[src/pss_params.svh]
// Constants for the PHY status summary register bank.
// Assumes a 32-bit AXI4-Lite slave whose word index is address bits 7:2.
`ifndef PSS_PARAMS_SVH
`define PSS_PARAMS_SVH

// Register word indices; byte address is four times the index.
`define PSS_IDX_BASIC    6'h01
`define PSS_IDX_EXPAN    6'h06
`define PSS_IDX_SUM      6'h10
`define PSS_IDX_INTST    6'h12
`define PSS_IDX_FCC      6'h14
`define PSS_IDX_CTRL     6'h16
`define PSS_IDX_IRQST    6'h20
`define PSS_IDX_IRQMSK   6'h21

// Summary field positions.
`define PSS_SUM_FCL      11
`define PSS_SUM_SD       10
`define PSS_SUM_LOCK     9
`define PSS_SUM_PAGE     8
`define PSS_SUM_INTP     7
`define PSS_SUM_RFAULT   6
`define PSS_SUM_JAB      5
`define PSS_SUM_ANC      4
`define PSS_SUM_LOOP     3
`define PSS_SUM_DUPLEX   2
`define PSS_SUM_SPEED10  1
`define PSS_SUM_LINK     0

// Basic status, expansion and control field positions.
`define PSS_BAS_JAB      1
`define PSS_BAS_LINK     2
`define PSS_BAS_RFAULT   4
`define PSS_BAS_ANC      5
`define PSS_EXP_PAGE     1
`define PSS_CTRL_QUAL    8

// Reset values and limits.
`define PSS_CTRL_RST     16'h0000
`define PSS_MASK_RST     4'h0
`define PSS_FCC_MAX      8'hff
`define PSS_RESP_OKAY    2'h0
`define PSS_RESP_DECERR  2'h3

`endif

[src/pss_pkg.sv]
// Types shared by the PHY status summary register bank.
// Assumes pss_params.svh supplies the numeric constants.
package pss_pkg;

    typedef enum logic [3:0] {
        PSS_R_NONE,
        PSS_R_BASIC,
        PSS_R_EXPAN,
        PSS_R_SUM,
        PSS_R_INTST,
        PSS_R_FCC,
        PSS_R_CTRL,
        PSS_R_IRQST,
        PSS_R_IRQMSK
    } pss_reg_type;

endpackage

[src/pss_latch_low.sv]
// Latched-low status flag.
// Assumes rd_clr pulses for one cycle when the flag's value is returned to software.
module pss_latch_low (
    // Clock and reset
    input  wire logic aclk,
    input  wire logic aresetn,
    // Live condition and read strobe
    input  wire logic live,
    input  wire logic rd_clr,
    // Latched value
    output logic      q
);

    logic next_q;

    // Once low, the flag only follows the live value again after a read has shown the zero.
    always_comb begin
        if (rd_clr) begin
            next_q = live;
        end else begin
            next_q = q & live;
        end
    end

    always_ff @(posedge aclk) begin
        if (!aresetn) begin
            q <= 1'b0;
        end else begin
            q <= next_q;
        end
    end

endmodule

[src/pss_top.sv]
// PHY status summary register bank with its companion clear-on-read registers.
// Assumes AXI4-Lite from one master and PHY status inputs synchronous to aclk.
//
// Operation
// - False carrier latch sets on any event, clears on counter register read.
// - Bit 10 is qualified signal detect, optionally ANDed with lock, latched low.
// - Bit 9 is descrambler lock, latched low, resets to zero.
// - Bit 8 mirrors page received; cleared only by expansion register read.
// - Bit 7 shows interrupt pending; interrupt status read clears it.
// - Bit 6 sets on partner remote fault; cleared by basic status read.
// - Jabber field duplicates basic status jabber, not cleared by summary read.
// - Bit 4 reads one once auto-negotiation has completed.
// - Bit 3 reads one while loopback is enabled.
// - Bit 2 reports resolved duplex, one for full duplex.
// - Bit 1 reports resolved speed, one for 10 Mb/s.
// - Bit 0 duplicates link status, not cleared by summary read.
// - Summary register sits at management address 10h as one word.
//
// The AXI4-Lite register port and the register addresses are this design's own decisions.
`include "pss_params.svh"

module pss_top (
    // Clock and reset
    input  wire logic        aclk,
    input  wire logic        aresetn,
    // AXI4-Lite write address and data
    input  wire logic [7:0]  s_axi_awaddr,
    input  wire logic        s_axi_awvalid,
    output logic             s_axi_awready,
    input  wire logic [31:0] s_axi_wdata,
    input  wire logic [3:0]  s_axi_wstrb,
    input  wire logic        s_axi_wvalid,
    output logic             s_axi_wready,
    // AXI4-Lite write response
    output logic [1:0]       s_axi_bresp,
    output logic             s_axi_bvalid,
    input  wire logic        s_axi_bready,
    // AXI4-Lite read
    input  wire logic [7:0]  s_axi_araddr,
    input  wire logic        s_axi_arvalid,
    output logic             s_axi_arready,
    output logic [31:0]      s_axi_rdata,
    output logic [1:0]       s_axi_rresp,
    output logic             s_axi_rvalid,
    input  wire logic        s_axi_rready,
    // PHY event pulses
    input  wire logic        false_carrier_event,
    input  wire logic        page_received_event,
    input  wire logic        internal_int_event,
    input  wire logic        remote_fault_event,
    input  wire logic        jabber_detect,
    input  wire logic [7:0]  int_source_flags,
    // PHY live status levels
    input  wire logic        raw_signal_detect,
    input  wire logic        descrambler_lock,
    input  wire logic        autoneg_complete,
    input  wire logic        loopback_enable,
    input  wire logic        duplex_full,
    input  wire logic        speed_10,
    input  wire logic        link_up,
    // Interrupt
    output logic             irq
);

    // Write channel and writable registers.
    logic                     aw_held;
    logic                     w_held;
    logic [7:0]               aw_addr_q;
    logic [15:0]              w_data_q;
    logic [1:0]               w_strb_q;
    logic [15:0]              ctrl;
    logic [3:0]               irq_mask;
    logic                     next_aw_held;
    logic                     next_w_held;
    logic [7:0]               next_aw_addr_q;
    logic [15:0]              next_w_data_q;
    logic [1:0]               next_w_strb_q;
    logic [15:0]              next_ctrl;
    logic [3:0]               next_irq_mask;
    logic                     next_awready;
    logic                     next_wready;
    logic                     next_bvalid;
    logic [1:0]               next_bresp;

    // Read channel.
    pss_pkg::pss_reg_type     rd_reg;
    logic                     next_arready;
    logic                     next_rvalid;
    logic [31:0]              next_rdata;
    logic [1:0]               next_rresp;

    // Status state.
    logic                     fc_latch;
    logic [7:0]               fc_count;
    logic                     page_rcv;
    logic                     int_pend;
    logic                     rfault;
    logic                     jabber;
    logic [3:0]               irq_status;
    logic                     next_fc_latch;
    logic [7:0]               next_fc_count;
    logic                     next_page_rcv;
    logic                     next_int_pend;
    logic                     next_rfault;
    logic                     next_jabber;
    logic [3:0]               next_irq_status;
    logic                     next_irq;
    logic                     qual_sd;
    logic                     sd_ll;
    logic                     lock_ll;
    logic                     rd_sum;
    logic [15:0]              summary;

    function automatic pss_pkg::pss_reg_type pss_decode(input logic [7:0] addr);
        pss_pkg::pss_reg_type r;
        r = pss_pkg::PSS_R_NONE;
        if (addr[1:0] == 2'h0) begin
            case (addr[7:2])
                `PSS_IDX_BASIC:  r = pss_pkg::PSS_R_BASIC;
                `PSS_IDX_EXPAN:  r = pss_pkg::PSS_R_EXPAN;
                `PSS_IDX_SUM:    r = pss_pkg::PSS_R_SUM;
                `PSS_IDX_INTST:  r = pss_pkg::PSS_R_INTST;
                `PSS_IDX_FCC:    r = pss_pkg::PSS_R_FCC;
                `PSS_IDX_CTRL:   r = pss_pkg::PSS_R_CTRL;
                `PSS_IDX_IRQST:  r = pss_pkg::PSS_R_IRQST;
                `PSS_IDX_IRQMSK: r = pss_pkg::PSS_R_IRQMSK;
                default:         r = pss_pkg::PSS_R_NONE;
            endcase
        end
        return r;
    endfunction

    function automatic logic [15:0] pss_apply_strb(input logic [15:0] old,
                                                   input logic [15:0] data,
                                                   input logic [1:0]  strb);
        logic [15:0] v;
        v = old;
        if (strb[0]) begin
            v[7:0] = data[7:0];
        end
        if (strb[1]) begin
            v[15:8] = data[15:8];
        end
        return v;
    endfunction

    // Address and data may arrive in either order; each is parked until its partner comes.
    always_comb begin
        logic                 aw_fire;
        logic                 w_fire;
        logic [7:0]           wa;
        logic [15:0]          wd;
        logic [1:0]           ws;
        logic [15:0]          mask_word;
        pss_pkg::pss_reg_type wr_reg;
        aw_fire        = s_axi_awvalid & s_axi_awready;
        w_fire         = s_axi_wvalid & s_axi_wready;
        wa             = aw_fire ? s_axi_awaddr : aw_addr_q;
        wd             = w_fire ? s_axi_wdata[15:0] : w_data_q;
        ws             = w_fire ? s_axi_wstrb[1:0] : w_strb_q;
        wr_reg         = pss_decode(wa);
        mask_word      = 16'h0000;
        next_aw_held   = aw_held | aw_fire;
        next_w_held    = w_held | w_fire;
        next_aw_addr_q = wa;
        next_w_data_q  = wd;
        next_w_strb_q  = ws;
        next_ctrl      = ctrl;
        next_irq_mask  = irq_mask;
        next_bresp     = s_axi_bresp;
        next_bvalid    = s_axi_bvalid & ~s_axi_bready;
        if (next_aw_held && next_w_held) begin
            next_aw_held = 1'b0;
            next_w_held  = 1'b0;
            next_bvalid  = 1'b1;
            next_bresp   = (wr_reg == pss_pkg::PSS_R_NONE) ? `PSS_RESP_DECERR : `PSS_RESP_OKAY;
            if (wr_reg == pss_pkg::PSS_R_CTRL) begin
                next_ctrl = pss_apply_strb(ctrl, wd, ws);
            end
            if (wr_reg == pss_pkg::PSS_R_IRQMSK) begin
                mask_word     = pss_apply_strb({12'h000, irq_mask}, wd, ws);
                next_irq_mask = mask_word[3:0];
            end
        end
        next_awready = ~next_aw_held & ~next_bvalid;
        next_wready  = ~next_w_held & ~next_bvalid;
    end

    always_ff @(posedge aclk) begin
        if (!aresetn) begin
            aw_held       <= 1'b0;
            w_held        <= 1'b0;
            aw_addr_q     <= 8'h00;
            w_data_q      <= 16'h0000;
            w_strb_q      <= 2'h0;
            ctrl          <= `PSS_CTRL_RST;
            irq_mask      <= `PSS_MASK_RST;
            s_axi_awready <= 1'b0;
            s_axi_wready  <= 1'b0;
            s_axi_bvalid  <= 1'b0;
            s_axi_bresp   <= `PSS_RESP_OKAY;
        end else begin
            aw_held       <= next_aw_held;
            w_held        <= next_w_held;
            aw_addr_q     <= next_aw_addr_q;
            w_data_q      <= next_w_data_q;
            w_strb_q      <= next_w_strb_q;
            ctrl          <= next_ctrl;
            irq_mask      <= next_irq_mask;
            s_axi_awready <= next_awready;
            s_axi_wready  <= next_wready;
            s_axi_bvalid  <= next_bvalid;
            s_axi_bresp   <= next_bresp;
        end
    end

    always_comb begin
        summary                   = 16'h0000;
        summary[`PSS_SUM_FCL]     = fc_latch;
        summary[`PSS_SUM_SD]      = sd_ll;
        summary[`PSS_SUM_LOCK]    = lock_ll;
        summary[`PSS_SUM_PAGE]    = page_rcv;
        summary[`PSS_SUM_INTP]    = int_pend;
        summary[`PSS_SUM_RFAULT]  = rfault;
        summary[`PSS_SUM_JAB]     = jabber;
        summary[`PSS_SUM_ANC]     = autoneg_complete;
        summary[`PSS_SUM_LOOP]    = loopback_enable;
        summary[`PSS_SUM_DUPLEX]  = duplex_full;
        summary[`PSS_SUM_SPEED10] = speed_10;
        summary[`PSS_SUM_LINK]    = link_up;
    end

    // The read data is captured at the address handshake, so clear-on-read sees the same cycle.
    always_comb begin
        logic ar_fire;
        ar_fire      = s_axi_arvalid & s_axi_arready;
        rd_reg       = ar_fire ? pss_decode(s_axi_araddr) : pss_pkg::PSS_R_NONE;
        next_rvalid  = s_axi_rvalid & ~s_axi_rready;
        next_rdata   = s_axi_rdata;
        next_rresp   = s_axi_rresp;
        if (ar_fire) begin
            next_rvalid = 1'b1;
            next_rdata  = 32'h0000_0000;
            next_rresp  = `PSS_RESP_OKAY;
            unique case (rd_reg)
                pss_pkg::PSS_R_NONE: begin
                    next_rresp = `PSS_RESP_DECERR;
                end
                pss_pkg::PSS_R_BASIC: begin
                    next_rdata[`PSS_BAS_JAB]    = jabber;
                    next_rdata[`PSS_BAS_LINK]   = link_up;
                    next_rdata[`PSS_BAS_RFAULT] = rfault;
                    next_rdata[`PSS_BAS_ANC]    = autoneg_complete;
                end
                pss_pkg::PSS_R_EXPAN: begin
                    next_rdata[`PSS_EXP_PAGE] = page_rcv;
                end
                pss_pkg::PSS_R_SUM: begin
                    next_rdata[15:0] = summary;
                end
                pss_pkg::PSS_R_INTST: begin
                    next_rdata[15:8] = int_source_flags;
                    next_rdata[0]    = int_pend;
                end
                pss_pkg::PSS_R_FCC: begin
                    next_rdata[7:0] = fc_count;
                end
                pss_pkg::PSS_R_CTRL: begin
                    next_rdata[15:0] = ctrl;
                end
                pss_pkg::PSS_R_IRQST: begin
                    next_rdata[3:0] = irq_status;
                end
                pss_pkg::PSS_R_IRQMSK: begin
                    next_rdata[3:0] = irq_mask;
                end
            endcase
        end
        next_arready = ~next_rvalid;
    end

    always_ff @(posedge aclk) begin
        if (!aresetn) begin
            s_axi_arready <= 1'b0;
            s_axi_rvalid  <= 1'b0;
            s_axi_rdata   <= 32'h0000_0000;
            s_axi_rresp   <= `PSS_RESP_OKAY;
        end else begin
            s_axi_arready <= next_arready;
            s_axi_rvalid  <= next_rvalid;
            s_axi_rdata   <= next_rdata;
            s_axi_rresp   <= next_rresp;
        end
    end

    // Sticky flags: an event in the cycle of the clearing read wins, so none is lost.
    always_comb begin
        logic [3:0] events;
        events = {internal_int_event, remote_fault_event, page_received_event, false_carrier_event};
        rd_sum = (rd_reg == pss_pkg::PSS_R_SUM);
        qual_sd = raw_signal_detect & (descrambler_lock | ~ctrl[`PSS_CTRL_QUAL]);
        next_fc_latch = (fc_latch & (rd_reg != pss_pkg::PSS_R_FCC)) | false_carrier_event;
        if (rd_reg == pss_pkg::PSS_R_FCC) begin
            next_fc_count = {7'h00, false_carrier_event};
        end else if (false_carrier_event && (fc_count != `PSS_FCC_MAX)) begin
            next_fc_count = fc_count + 8'h01;
        end else begin
            next_fc_count = fc_count;
        end
        next_page_rcv = (page_rcv & (rd_reg != pss_pkg::PSS_R_EXPAN)) | page_received_event;
        next_int_pend = (int_pend & (rd_reg != pss_pkg::PSS_R_INTST)) | internal_int_event;
        next_rfault   = (rfault & (rd_reg != pss_pkg::PSS_R_BASIC)) | remote_fault_event;
        next_jabber   = (jabber & (rd_reg != pss_pkg::PSS_R_BASIC)) | jabber_detect;
        next_irq_status = (irq_status & ~{4{rd_reg == pss_pkg::PSS_R_IRQST}}) | events;
        next_irq        = |(next_irq_status & irq_mask);
    end

    always_ff @(posedge aclk) begin
        if (!aresetn) begin
            fc_latch   <= 1'b0;
            fc_count   <= 8'h00;
            page_rcv   <= 1'b0;
            int_pend   <= 1'b0;
            rfault     <= 1'b0;
            jabber     <= 1'b0;
            irq_status <= 4'h0;
            irq        <= 1'b0;
        end else begin
            fc_latch   <= next_fc_latch;
            fc_count   <= next_fc_count;
            page_rcv   <= next_page_rcv;
            int_pend   <= next_int_pend;
            rfault     <= next_rfault;
            jabber     <= next_jabber;
            irq_status <= next_irq_status;
            irq        <= next_irq;
        end
    end

    pss_latch_low u_sd_latch (
        .aclk    (aclk),
        .aresetn (aresetn),
        .live    (qual_sd),
        .rd_clr  (rd_sum),
        .q       (sd_ll)
    );

    pss_latch_low u_lock_latch (
        .aclk    (aclk),
        .aresetn (aresetn),
        .live    (descrambler_lock),
        .rd_clr  (rd_sum),
        .q       (lock_ll)
    );

endmodule

[config.mk]
export PLATFORM = sky130hd
export DESIGN_NAME = pss_top
export DESIGN_NICKNAME = d
export VERILOG_FILES = /design/src/pss_pkg.sv /design/src/pss_latch_low.sv /design/src/pss_top.sv
export VERILOG_INCLUDE_DIRS = /design/src /design/src/src
export SDC_FILE = /design/constraint.sdc
export NUM_CORES = 1
export LEC_CHECK = 0
export CAP_MARGIN = 25
export CORE_MARGIN = 4
export CORE_UTILIZATION = 52
export DETAILED_ROUTE_END_ITERATION = 8
export DONT_BUFFER_PORTS = 1
export GPL_ROUTABILITY_DRIVEN = 1
export HOLD_SLACK_MARGIN = 0.06
export PLACE_DENSITY = 0.69
export SLEW_MARGIN = 20
export SYNTH_ARGS = -nofsm -noshare
export SYNTH_HDL_FRONTEND = slang
export SYNTH_HIERARCHICAL = 1
export SYNTH_SLANG_ARGS = --single-unit
export TNS_END_PERCENT = 30
[constraint.sdc]
create_clock -name aclk -period 2.9 [get_ports aclk]
set_input_delay 0.29 -clock aclk [delete_from_list [all_inputs] [get_ports aclk]]
set_output_delay 0.29 -clock aclk [all_outputs]
set_load 0.01 [all_outputs]
==> qor.yml <==
detailed_routing:
  dr.pass1.iters: 5
  routed_wl_um: 10300
  drt_iter0_markers: 294
  drtAntennaViolNets: 0
  post_drt_via_cell_ratio: 5.80
  route.detailed.drc: 0
  via_count: 3452
  wl_per_cell_um: 17.4
timing:
  tightest_slew_ps: 704
  finClkSkew_ps: 12.9
  fmax_mhz: 367
  layout_setup_ws_ps: 176
  finalHoldViolations: 0
  rsz0062_at_grt: "false"
  max_slew_margin: 0.529
  period_share: 0.939
  setup_tns_ps: 0
  setup_viol: 0
  final-max-slew-violation-count: 0
  min_period_ps: 2720
global_route:
  grt_start_max_net_pins: 40
  grt_pass1_wl_um: 17000
  grt_pass1_vias: 3286
  antenna_found_initial: 0
  overflow: 0
  grt_use_total: 0.218
die:
  die_h_um: 97.7
  num_rows: 32
  coreArea_um2: 7770
  ios: 121
  chipWidth_um: 97.7
  die-area_um2: 9550
  start_util: 0.539
logic_synthesis:
  yosys.area.top_type: "dfxtp_1"
  synth_area_um2: 4190
  yosysWarnings: 6
  synth_async_sr_flop_share: 0
  synth_ff_type: "dfxtp_1"
  netlist.area_leader.share: 0.435
  netlist_top_cells_area: "dfxtp_1 (44%), nand2_1 (6.5%), a21oi_1 (5.1%), mux2_2 (4.8%), buf_4 (3.4%)"
  synth_cell_types: 65
  synth_seq_cells: 91
  synth_area_per_cell_um2: 8.83
  syn-instance-count: 474
  synth.yosys.seq_area_share: 0.435
  synth_edf_count: 0
critical_path:
  crit_path_end_kind: "register"
  cp_max_fo: 9
  critPathArrivalTime_ps: 2970
  path_class: "reg2reg"
  path_delay_family: "simple AND/OR/NAND/NOR gates"
  crit_chain: "nand4bb_1, or2_1, nor4_4, nor2b_1, o21a_1, dlygate4sd3_1"
  cpPeakStageDelay_ps: 650
  crit_buf_inv: 1
  crit_required_ps: 3150
  worst_setup_path_start_kind: "register"
  critPathSlowestCell: "nor4_4"
final_layout:
  n_antenna_cell: 0
  final_cell_mix: "dfxtp_1 (91), nand2_1 (72), a21oi_1 (43)"
  layout_commonest_cell: "dfxtp_1"
  areaGrowthSynthToFinish_pct: 10.5
  fin_nets: 568
  drive_gt1_frac: 0.103
  final_cell_count_no_fill: 595
  final_core_utilization: 0.596
  stdcell_area_um2: 4630
pwr:
  clkPwrFrac: 0.360
  ir_drop_uv: 362
  p_per_area_nw_per_um2: 520
  seqPwrFrac: 0.550
  p_sw_frac: 0.256
  power_frac_comb: 0.090
  p_leak_nw: 1.78
  p_sw_mw: 0.616
  internal-power_mw: 1.79
clock_tree:
  h-tree-depth: 3
  cts_buffer_depth: 2
  cts_root_buffer: "clkbuf_8"
  cts_tree: "yes"
  clk_pin_slew_ps: 100
  clock_insertion_delay_worst_skew_ps: 360
  clock-sinks: 91
  cts_buffers: 9
place:
  placed_area_um2: 4160
  gp_congestion: 0.936
  dp_hpwl_um: 7120
  dp_worst_setup_slack_ps: 618
  io_buffers: 0
  dp.cells: 553
status:
  status: "finished clean"
hold_path:
  hold_path.class: "in2reg"
job:
  drv_cap: 0
-- cells by family after synthesis --
| kind of cell | count (synthesis) | share of synthesized area |
|---|---|---|
| fa+ha+maj | 1 | 0.00299 |
| other cells | 1 | 0.000896 |
| mux | 32 | 0.0849 |
| compound gates | 100 | 0.158 |
| buf+inv | 52 | 0.0666 |
| simple gates | 190 | 0.237 |
| xor+xnor | 7 | 0.0146 |
| flops | 91 | 0.435 |
-- routing by layer --
metal | GRT usage | wire length [um] | vias up
li1 | - | - | 1681
met1 | 0.283 | 4480 | 1625
met2 | 0.352 | 4880 | 129
met3 | 0.0732 | 846 | 17
met4 | 0.0554 | 123 | 0
met5 | 0 | 0 | -
-- power groups by stage --
stage	Clock (mW)	Combinational (mW)	Sequential, mW
after floorplan	0	0.187	1.35
after global placement	0	0.179	1.35
after detailed placement	0	0.184	1.35
after CTS	0.885	0.214	1.32
after global routing	0.947	0.242	1.33
final	0.866	0.216	1.32
-- final timing paths --
| kind | startpoint | end | slack, ps | cells past startpoint |
|---|---|---|---|---|
| hold reg to reg | aw_addr_q[0] | aw_addr_q[0] | 470 | 2 |
| setup / recovery | s_axi_arready | int_pend | 180 | 6 |
| setup reg to reg | s_axi_arready | int_pend | 180 | 6 |
| hold / removal | remote_fault_event | irq_status[2] | 80 | 2 |
-- metrics by stage --
step	total power, mW	hold WS (ps)
after floorplan	1.53	407
after global placement	1.53	412
after detailed placement	1.54	421
after CTS	2.42	63.7
after global routing	2.52	66.1
final	2.41	82.0
-- cell usage after synthesis, types with 3 or more instances --
cell / number
mux2_2: 18
or3_1: 3
xnor2_1: 3
o21ai_0: 9
inv_1: 8
nor3_4: 3
and2_1: 13
nor3_1: 13
clkbuf_1: 15
o21a_1: 5
a222oi_1: 9
mux2i_1: 13
nor2_1: 29
buf_4: 19
buf_1: 4
nand3_1: 16
nor2b_1: 3
a21oi_1: 43
a221oi_1: 4
nand4_1: 4
a22oi_1: 4
nor4_1: 5
buf_2: 4
nand2b_1: 6
dfxtp_1: 91
xor2_1: 4
nand2_1: 72
a31oi_1: 7
or4_1: 3
-- registers in the layout, indices dropped and copies added, names as in the netlist, 2 cells and up --
signal / cells
ctrl: 16
s_axi_rdata: 16
w_data_q: 16
aw_addr_q: 8
fc_count: 8
irq_mask: 4
irq_status: 4
w_strb_q: 2
-- final cells by class --
class,count,area [um2]
clock buffers,9,124
fillers,716,3140
inverters,9,33.8
clock inverters,7,73.8
multi-input cells,346,2150
well taps,102,128
flip-flops and latches,91,1820
repair buffers,31,298
-- repair_timing --
item / 4_1_cts / 5_1_grt
gates resized for setup: 0 / 1
buffers inserted: 0 / 0
setup endpoints to repair: 0 / 1
hold endpoints to repair: 25 / 1
hold buffers: 25 / 1
(Power assumes the default switching activity.)
